$ cat config.mk
export PLATFORM = sky130hd
export DESIGN_NAME = laser_remote_port
export DESIGN_NICKNAME = d
export VERILOG_FILES = /design/src/logic/laser_port_pkg.sv /design/src/logic/input_conditioner.sv /design/src/logic/laser_remote_port.sv
export VERILOG_INCLUDE_DIRS = /design/src /design/src/logic
export SDC_FILE = /design/constraint.sdc
export NUM_CORES = 1
export LEC_CHECK = 0
export ABC_AREA = 0
export BUFFER_PORTS_ARGS = -buffer_cell sky130_fd_sc_hd__buf_2
export CORE_ASPECT_RATIO = 0.5
export CORE_MARGIN = 2
export CORE_UTILIZATION = 64
export DETAILED_ROUTE_END_ITERATION = 8
export GPL_TIMING_DRIVEN = 0
export MAX_ROUTING_LAYER = met4
export PLACE_DENSITY = 0.85
export SLEW_MARGIN = 20
export SYNTH_ARGS = -nofsm -noshare
export SYNTH_HDL_FRONTEND = slang
export SYNTH_SLANG_ARGS = --single-unit
$ cat constraint.sdc
create_clock -name pclk -period 2.9 [get_ports pclk]
set_input_delay 0.58 -clock pclk [delete_from_list [all_inputs] [get_ports pclk]]
set_output_delay 0.58 -clock pclk [all_outputs]
set_load 0.02 [all_outputs]
$ cat src/logic/laser_port_defines.svh
// Summary of operation
// - other inputs ignored unless run request high; start low clears ended and program number gates analog mode without it
// - nonzero number starts program; zero enables emission
// - alarm clear acts on rising edge
// - stop input aborts running program immediately
// - program number bit zero is first line
// - wait step holds until sync input seen
// - main power follows switch input edges
// - gate select zero closes, one-three opens channel
// - pulsed mode enable drives pulsed mode status
// - ready high exactly when able to emit
// - emitting high only while light emitted
// - internal mode output follows internal control
// - anomaly output shows abnormal condition
// - guide light output shows guide beam on
// - analog mode output shows analog power setting while program number is zero
// - acknowledge output shows run request received
// - main power output follows supply state
// - running output high during program execution
// - ended set at finish, cleared start low
// - abnormal flag cleared only by alarm clear
// - sync output pulse under program control
// - warning output shows warning condition
// - gate status output names open channel
// - coolant warning and alarm; alarm blocks emission
// - unit address presented on four lines
`ifndef LASER_PORT_DEFINES_SVH
`define LASER_PORT_DEFINES_SVH

// ==========================================================
// register offsets (byte addresses)
`define REG_CTRL 8'h00
`define REG_COND 8'h04
`define REG_PROG 8'h08
`define REG_ADDR 8'h0c
`define REG_STAT 8'h10

// ==========================================================
// field positions
`define CTRL_INTERNAL 0
`define CTRL_GUIDE 1
`define CTRL_ANALOG 2
`define CTRL_PERMIT 3
`define COND_ANOMALY 0
`define COND_WARNING 1
`define COND_COOL_WARN 2
`define COND_COOL_ALARM 3
`define PROG_WAIT 0
`define PROG_FINISH 1
`define PROG_ABORT 2
`define PROG_SYNC 3

// ==========================================================
// reset values
`define CTRL_RESET 4'h0
`define COND_RESET 4'h0
`define ADDR_RESET 4'h0

// ==========================================================
// timing
`define CLK_PERIOD_NS 40
`define DEBOUNCE_NS 10000
`define DEBOUNCE_CYC ((`DEBOUNCE_NS + `CLK_PERIOD_NS - 1) / `CLK_PERIOD_NS)
`define SYNC_PULSE_NS 1000
`define SYNC_PULSE_CYC (`SYNC_PULSE_NS / `CLK_PERIOD_NS)

`endif

$ cat src/logic/laser_port_pkg.sv
package laser_port_pkg;

    // program sequencer states
    typedef enum logic [1:0] {
        P_IDLE = 2'b00,
        P_RUN = 2'b01,
        P_WAIT = 2'b10
    } prog_state_t;

endpackage

$ cat src/logic/input_conditioner.sv
`timescale 1ns/1ps
module input_conditioner #(
    parameter int WIDTH = 18,
    parameter int COUNT = 250
) (
    input wire logic pclk,
    input wire logic presetn,
    input wire logic ce,
    input wire logic [WIDTH-1:0] raw,
    output logic [WIDTH-1:0] clean
);
    localparam int CW = $clog2(COUNT + 1);

    // ==========================================================
    // elaboration checks
    initial begin
        if (COUNT < 1 || WIDTH < 1) begin
            $error("input_conditioner: COUNT and WIDTH must be at least 1");
        end
    end

    logic [WIDTH-1:0] sync1_reg;
    logic [WIDTH-1:0] sync2_reg;
    logic [CW-1:0] cnt_reg [WIDTH];

    // two-flop synchroniser; first stage feeds only the second
    always_ff @(posedge pclk or negedge presetn) begin
        if (!presetn) begin
            sync1_reg <= '0;
            sync2_reg <= '0;
        end else if (ce) begin
            sync1_reg <= raw;
            sync2_reg <= sync1_reg;
        end
    end

    // a level must stay different for COUNT cycles before it is taken
    always_ff @(posedge pclk or negedge presetn) begin
        if (!presetn) begin
            clean <= '0;
            for (int i = 0; i < WIDTH; i++) begin
                cnt_reg[i] <= '0;
            end
        end else if (ce) begin
            for (int i = 0; i < WIDTH; i++) begin
                if (sync2_reg[i] == clean[i]) begin
                    cnt_reg[i] <= '0;
                end else if (cnt_reg[i] == CW'(COUNT - 1)) begin
                    cnt_reg[i] <= '0;
                    clean[i] <= sync2_reg[i];
                end else begin
                    cnt_reg[i] <= cnt_reg[i] + 1'b1;
                end
            end
        end
    end
endmodule

$ cat src/logic/laser_remote_port.sv
// Local design decisions: the APB slave port and the placing of the registers.
`timescale 1ns/1ps
`include "laser_port_defines.svh"
module laser_remote_port #(
    parameter int DEBOUNCE_CYCLES = `DEBOUNCE_CYC,
    parameter int SYNC_CYCLES = `SYNC_PULSE_CYC,
    parameter bit GATE_SUPPORTED = 1'b1,
    parameter bit PULSED_SUPPORTED = 1'b1
) (
    input wire logic pclk,
    input wire logic presetn,
    input wire logic ce,
    input wire logic psel,
    input wire logic penable,
    input wire logic pwrite,
    input wire logic [7:0] paddr,
    input wire logic [31:0] pwdata,
    input wire logic [3:0] pstrb,
    output logic [31:0] prdata,
    output logic pready,
    output logic pslverr,
    input wire logic run_request_in,
    input wire logic program_start_in,
    input wire logic alarm_clear_in,
    input wire logic program_stop_in,
    input wire logic [6:0] program_number_in,
    input wire logic sync_in,
    input wire logic main_power_switch_in,
    input wire logic [3:0] gate_channel_select_in,
    input wire logic pulsed_mode_enable_in,
    output logic ready_out,
    output logic emitting_out,
    output logic internal_mode_out,
    output logic anomaly_out,
    output logic guide_light_out,
    output logic analog_power_mode_out,
    output logic request_ack_out,
    output logic main_power_on_out,
    output logic program_running_out,
    output logic program_ended_out,
    output logic abnormal_termination_out,
    output logic sync_out,
    output logic warning_out,
    output logic [3:0] gate_channel_status_out,
    output logic coolant_warning_out,
    output logic coolant_alarm_out,
    output logic pulsed_mode_status_out,
    output logic [3:0] unit_address_out
);
    localparam int SW = $clog2(SYNC_CYCLES + 1);

    initial begin
        if (SYNC_CYCLES < 1 || DEBOUNCE_CYCLES < 1) begin
            $error("laser_remote_port: cycle counts must be at least 1");
        end
    end

    // gate codes above three name no channel and are ignored
    function automatic logic gate_code_ok(input logic [3:0] code);
        return code <= 4'h3;
    endfunction

    // ==========================================================
    // input conditioning
    logic [17:0] db;
    logic [17:0] prev_reg;
    logic [17:0] rise;
    logic [17:0] fall;

    input_conditioner #(.WIDTH(18), .COUNT(DEBOUNCE_CYCLES)) u_cond (
        .pclk(pclk),
        .presetn(presetn),
        .ce(ce),
        .raw({pulsed_mode_enable_in, gate_channel_select_in, main_power_switch_in,
              sync_in, program_number_in, program_stop_in, alarm_clear_in,
              program_start_in, run_request_in}),
        .clean(db)
    );

    logic req;
    logic start;
    logic stop;
    logic [6:0] pnum;
    logic [3:0] gsel;
    assign req = db[0];
    assign start = db[1];
    assign stop = db[3];
    assign pnum = db[10:4]; // bit 0 is the first line
    assign gsel = db[16:13];
    assign rise = db & ~prev_reg;
    assign fall = ~db & prev_reg;

    // edges are taken from the debounced levels
    always_ff @(posedge pclk or negedge presetn) begin
        if (!presetn) begin
            prev_reg <= '0;
        end else if (ce) begin
            prev_reg <= db;
        end
    end

    // ==========================================================
    // apb slave, zero wait states
    logic [3:0] ctrl_reg;
    logic [3:0] cond_reg;
    logic [3:0] addr_reg;
    logic [31:0] rdata_next;
    logic wr_en;
    logic map_hit;
    logic cmd_wait;
    logic cmd_finish;
    logic cmd_abort;
    logic cmd_sync;

    assign pready = 1'b1;
    assign wr_en = psel && penable && pwrite && pstrb[0] && ce;
    assign map_hit = paddr == `REG_CTRL || paddr == `REG_COND || paddr == `REG_PROG ||
                     paddr == `REG_ADDR || paddr == `REG_STAT;
    assign pslverr = psel && penable && !map_hit;
    assign cmd_wait = wr_en && paddr == `REG_PROG && pwdata[`PROG_WAIT];
    assign cmd_finish = wr_en && paddr == `REG_PROG && pwdata[`PROG_FINISH];
    assign cmd_abort = wr_en && paddr == `REG_PROG && pwdata[`PROG_ABORT];
    assign cmd_sync = wr_en && paddr == `REG_PROG && pwdata[`PROG_SYNC];

    // software-owned settings; only byte lane 0 carries bits
    always_ff @(posedge pclk or negedge presetn) begin
        if (!presetn) begin
            ctrl_reg <= `CTRL_RESET;
            cond_reg <= `COND_RESET;
            addr_reg <= `ADDR_RESET;
        end else if (wr_en) begin
            if (paddr == `REG_CTRL) begin
                ctrl_reg <= pwdata[3:0];
            end
            if (paddr == `REG_COND) begin
                cond_reg <= pwdata[3:0];
            end
            if (paddr == `REG_ADDR) begin
                addr_reg <= pwdata[3:0];
            end
        end
    end

    laser_port_pkg::prog_state_t state_reg;
    logic [6:0] prog_num_reg;

    // read data is loaded in the setup cycle so it leaves a flop
    always_comb begin
        rdata_next = 32'h0000_0000;
        case (paddr)
            `REG_CTRL: rdata_next[3:0] = ctrl_reg;
            `REG_COND: rdata_next[3:0] = cond_reg;
            `REG_ADDR: rdata_next[3:0] = addr_reg;
            `REG_STAT: rdata_next[20:0] = {prog_num_reg, gate_channel_status_out,
                                           state_reg, pulsed_mode_status_out,
                                           sync_out, abnormal_termination_out,
                                           program_ended_out, main_power_on_out,
                                           emitting_out, ready_out, request_ack_out};
            default: rdata_next = 32'h0000_0000;
        endcase
    end

    always_ff @(posedge pclk or negedge presetn) begin
        if (!presetn) begin
            prdata <= 32'h0000_0000;
        end else if (ce && psel && !penable) begin
            prdata <= rdata_next;
        end
    end

    // ==========================================================
    // program sequencer
    logic ready_w;
    logic abort_ev;
    logic finish_ev;
    logic start_ok;

    // every port command except start low, which clears the ended flag, and the program number, which gates analog mode, is gated by the run request
    assign ready_w = main_power_on_out && ctrl_reg[`CTRL_PERMIT] &&
                     !cond_reg[`COND_ANOMALY] && !cond_reg[`COND_COOL_ALARM];
    assign start_ok = req && rise[1] && pnum != 7'h00 && !stop && ready_w;
    // dropping request, start or readiness mid-program is treated as an abort
    assign abort_ev = state_reg != laser_port_pkg::P_IDLE &&
                      ((req && stop) || cmd_abort || !req || !start || !ready_w);
    assign finish_ev = state_reg == laser_port_pkg::P_RUN && !abort_ev && cmd_finish;

    always_ff @(posedge pclk or negedge presetn) begin
        if (!presetn) begin
            state_reg <= laser_port_pkg::P_IDLE;
            prog_num_reg <= 7'h00;
        end else if (ce) begin
            unique case (state_reg)
                laser_port_pkg::P_IDLE: begin
                    if (start_ok) begin
                        prog_num_reg <= pnum; // captured at the start edge
                        state_reg <= laser_port_pkg::P_RUN;
                    end
                end
                laser_port_pkg::P_RUN: begin
                    if (abort_ev || finish_ev) begin
                        state_reg <= laser_port_pkg::P_IDLE;
                    end else if (cmd_wait) begin
                        state_reg <= laser_port_pkg::P_WAIT;
                    end
                end
                laser_port_pkg::P_WAIT: begin
                    if (abort_ev) begin
                        state_reg <= laser_port_pkg::P_IDLE;
                    end else if (req && rise[11]) begin
                        state_reg <= laser_port_pkg::P_RUN;
                    end
                end
                default: state_reg <= laser_port_pkg::P_IDLE;
            endcase
        end
    end

    // ended and abnormal flags; a set in the clearing cycle wins
    always_ff @(posedge pclk or negedge presetn) begin
        if (!presetn) begin
            program_ended_out <= 1'b0;
            abnormal_termination_out <= 1'b0;
        end else if (ce) begin
            if (finish_ev) begin
                program_ended_out <= 1'b1;
            end else if (!start) begin
                program_ended_out <= 1'b0;
            end
            if (abort_ev) begin
                abnormal_termination_out <= 1'b1;
            end else if (req && rise[2]) begin
                abnormal_termination_out <= 1'b0;
            end
        end
    end

    // sync output pulse, started only in the run state; it runs its full length even if the program then ends
    logic [SW-1:0] sync_cnt_reg;
    always_ff @(posedge pclk or negedge presetn) begin
        if (!presetn) begin
            sync_cnt_reg <= '0;
            sync_out <= 1'b0;
        end else if (ce) begin
            if (cmd_sync && state_reg == laser_port_pkg::P_RUN) begin
                sync_cnt_reg <= SW'(SYNC_CYCLES);
                sync_out <= 1'b1;
            end else if (sync_cnt_reg > SW'(1)) begin
                sync_cnt_reg <= sync_cnt_reg - 1'b1;
            end else begin
                sync_cnt_reg <= '0;
                sync_out <= 1'b0;
            end
        end
    end

    // ==========================================================
    // port-driven state
    always_ff @(posedge pclk or negedge presetn) begin
        if (!presetn) begin
            main_power_on_out <= 1'b0;
            gate_channel_status_out <= 4'h0;
            pulsed_mode_status_out <= 1'b0;
            request_ack_out <= 1'b0;
        end else if (ce) begin
            if (req && rise[12]) begin
                main_power_on_out <= 1'b1;
            end else if (req && fall[12]) begin
                main_power_on_out <= 1'b0;
            end
            if (GATE_SUPPORTED && req && gate_code_ok(gsel)) begin
                gate_channel_status_out <= gsel;
            end
            pulsed_mode_status_out <= PULSED_SUPPORTED && req && db[17];
            request_ack_out <= req;
        end
    end

    // status outputs; coolant alarm forbids emission
    always_ff @(posedge pclk or negedge presetn) begin
        if (!presetn) begin
            ready_out <= 1'b0;
            emitting_out <= 1'b0;
            internal_mode_out <= 1'b0;
            anomaly_out <= 1'b0;
            guide_light_out <= 1'b0;
            analog_power_mode_out <= 1'b0;
            warning_out <= 1'b0;
            coolant_warning_out <= 1'b0;
            coolant_alarm_out <= 1'b0;
            unit_address_out <= 4'h0;
        end else if (ce) begin
            ready_out <= ready_w;
            emitting_out <= ready_w && req && start &&
                            (state_reg != laser_port_pkg::P_IDLE || pnum == 7'h00);
            internal_mode_out <= ctrl_reg[`CTRL_INTERNAL];
            anomaly_out <= cond_reg[`COND_ANOMALY];
            guide_light_out <= ctrl_reg[`CTRL_GUIDE];
            analog_power_mode_out <= ctrl_reg[`CTRL_ANALOG] && pnum == 7'h00;
            warning_out <= cond_reg[`COND_WARNING];
            coolant_warning_out <= cond_reg[`COND_COOL_WARN];
            coolant_alarm_out <= cond_reg[`COND_COOL_ALARM];
            unit_address_out <= addr_reg;
        end
    end

    assign program_running_out = state_reg != laser_port_pkg::P_IDLE;
endmodule

==> summary.txt <==
Worst setup path
  • Critical setup path kind: reg -> reg
  • Crit Path Max Fanout: 7
  • Crit path required time: 3300 ps
  • Crit-path leading delay family: simple AND/OR/NAND/NOR gates
  • Critical Path AT: 3000 ps
  • Worst path cell trace: nor4_1 -> a21oi_1 -> nand3_1 -> mux2_2
  • Slowest stage cell, crit path: nor4_1
  • Buf/Inv on CP: 0
  • CP max stage delay: 850 ps
  • CP endpoint kind: flop
  • Critical Path Start Type: flop

STA
  • Final setup viols: 0
  • Max-slew headroom: 31.42%
  • Crit share post-route: 89.48%
  • Max-slew violation count: 0
  • Skew final: 12.81 ps
  • Slew @ Worst Pin: 1020 ps
  • Unrepaired setup endpoints after global routing: no
  • Fin. Hold Viols: 0
  • Achievable Freq: 385.4 MHz
  • Post-layout min period: 2595 ps

Layout
  • Non-Filler Instances: 1636
  • Synth-to-Final Area Change: 12.58%
  • Most frequent cells in the layout: 272 x dfrtp_1, 102 x mux2_2, 91 x buf_2
  • Register area: 0.006807 mm2
  • Diode count: 0
  • Layout cell share with drive strength beyond 1: 19.15%
  • Most common cell after layout, fill and taps aside: dfrtp_1
  • Fillcell total: 1322
  • Nets: 1451
  • Area occupied by multi-input gates: 0.006389 mm2
  • Number of flip-flops in the largest register: 144

Pwr
  • Leak pwr: 7.132 nW
  • Final Power: 9.560 mW
  • Max rail drop VDD: 363.1 uV
  • Power Dens Cells: 626.5 mW/mm2

Drt
  • DRC Markers: 0
  • Vias/cell: 6.669
  • Initial DRT Pass Iterations: 7
  • Post-route ant nets: 0
  • Vias: 10910
  • Post-Route WL: 34030 um
  • Avg WL per Cell: 20.80 um
  • DRT iter0 DRCs: 969

Clocking
  • Root Driver: clkbuf_16
  • Clock-pin slew on the worst setup and hold paths: 60 ps
  • Post-CTS Setup Repair Bufs: 0
  • Longest Clk Path Bufs: 3
  • Clk sink count: 272
  • CTS resizes: 0
  • CTS tree: built
  • Worst-skew pair later-pin latency: 530 ps
  • CTS buffer count: 24
  • CTS hold repair buffers: 0
  • H-tree depth: 1

Synthesis
  • Dominant cells by area after synthesis: dfrtp_1 50%, mux2_2 8.5%, o2bb2ai_1 4.5%
  • Proportion of netlist area held by the largest area contributor: 50.22%
  • Top FF cell, synth: dfrtp_1
  • Largest area contributor in the netlist: dfrtp_1
  • Seq cells post-synth: 272
  • Yosys cell types: 63
  • Syn Std Cell Area: 0.01355 mm2
  • Sequential share of the synthesized area: 50.22%
  • Share of synthesized flip-flops with an asynchronous set or reset: 100.0%
  • Avg Cell Area, Syn: 11.05 um2
  • Synth Instances: 1227
  • Post-synth EDFFs: 0
  • Yosys warning count: 0

Placed design
  • Port Buffer Count: 80
  • HPWL Detailed: 22770 um
  • Placed cell count: 1592
  • GP Congestion: 0.9472

GRT
  • GRT Overall Usage: 31.85%
  • Aggregate global routing overflow: 0
  • First-pass GRT wire length: 55040 um
  • Largest net degree at the start of global routing: 104
  • Vias in the first global route: 10810
  • Initial antenna violation count: 0

Floorplan
  • Core Box Area: 0.02065 mm2
  • Die W: 209.8 um
  • Starting Density: 65.64%
  • Ports: 126
  • # rows: 37
  • Die Span Y: 106.9 um
  • Full die area: 0.02243 mm2

Hold path
  • Hold/Removal Path Class: in -> async

Run status
  • Status: finished clean

Run
  • Max Cap Viol: 0
-- cells in the mapped netlist, types with 6 or more instances --
master,n
o2bb2ai_1,69
a21o_1,12
o311ai_0,22
nand3_1,78
mux2i_1,23
nand2_1,70
nand2b_1,57
a22o_1,23
o31ai_1,14
nor2_1,44
nor2b_1,9
o21ai_0,71
a21oi_1,6
mux2_2,102
dfrtp_1,272
buf_4,14
nor3_1,13
o31a_1,12
xor2_1,20
or4_1,12
o22ai_1,18
clkbuf_1,24
nand4_1,19
buf_2,12
ha_1,38
inv_1,28
a31oi_1,7
and3_1,52
nor3b_1,11
-- kinds of logic (layout without fill, tap and decap cells) --
logic type	after synthesis	in the layout	share of synthesized area, %
simple gates	406	406	16.60
mux	125	125	10.17
xor+xnor	24	24	1.551
compound gates	275	275	14.97
fa+ha+maj	38	38	3.508
other cells	2	12	0.05541
buf+inv	85	211	2.917
flops	272	272	50.22
-- layout make-up --
class,count,area share (%)
Sequential cell,272,44.61
Multi-Input combinational cell,880,41.87
Clock buffer,39,4.969
Timing Repair Buffer,82,3.050
Tap cell,273,2.239
Buffer,56,1.878
Inverter,29,0.7134
Clock inverter,5,0.6724
-- power breakdown --
group	leakage [nW]	switching (mW)	internal [mW]
registers	3.66	0.480	4.19
logic	3.06	0.812	0.611
clock network	0.419	1.41	2.05
total	7.13	2.70	6.86
-- per-stage QoR --
step           area, um2  util (%)  hold WS [ps]  setup TNS, ps  setup WS (ps)
5_1_grt            15260     73.90         86.86              0          200.1
3_3_place_gp       14330     69.42         425.3        -954620          -3544
6_report           15260     73.90         14.14              0          305.1
2_1_floorplan      13590         -         284.4              0           1016
4_1_cts            15260     73.90         75.32              0          436.8
3_5_place_dp       14400     69.73         438.5              0          75.20
-- layer usage --
layer / share of wire (%) / up-vias / GRT usage [%]
li1: - / 4807 / -
met1: 41 / 5434 / 40.53
met2: 47 / 545 / 51.33
met3: 8.6 / 124 / 6.298
met4: 3.7 / 0 / 12.36
met5: 0 / - / -
-- worst register-to-register path, cell delays in order (launching register included) --
cell     delay, ps
dfrtp_1        420
nor4_1         850
a21oi_1        270
nand3_1        530
mux2_2         410
-- worst paths after layout --
check                                                 start                               to  slack [ps]  cells past startpoint
worst min register to register     prev_reg[12]$_DFFE_PN0P_    main_power_on_out$_DFFE_PN0P_         460                      1
worst max-delay path            u_cond.clean[7]$_DFFE_PN0P_      prog_num_reg[3]$_DFFE_PN0P_         310                      4
worst max register to register  u_cond.clean[7]$_DFFE_PN0P_      prog_num_reg[3]$_DFFE_PN0P_         310                      4
worst min-delay path                                presetn   u_cond.cnt_reg[69]$_DFFE_PN0P_          10                      1
max in group asynchronous                           presetn  u_cond.sync2_reg[1]$_DFFE_PN0P_        1510                      3
min in group pclk                            run_request_in  u_cond.sync1_reg[0]$_DFFE_PN0P_         290                      2
Note: power is estimated with default switching activity, not from simulation.
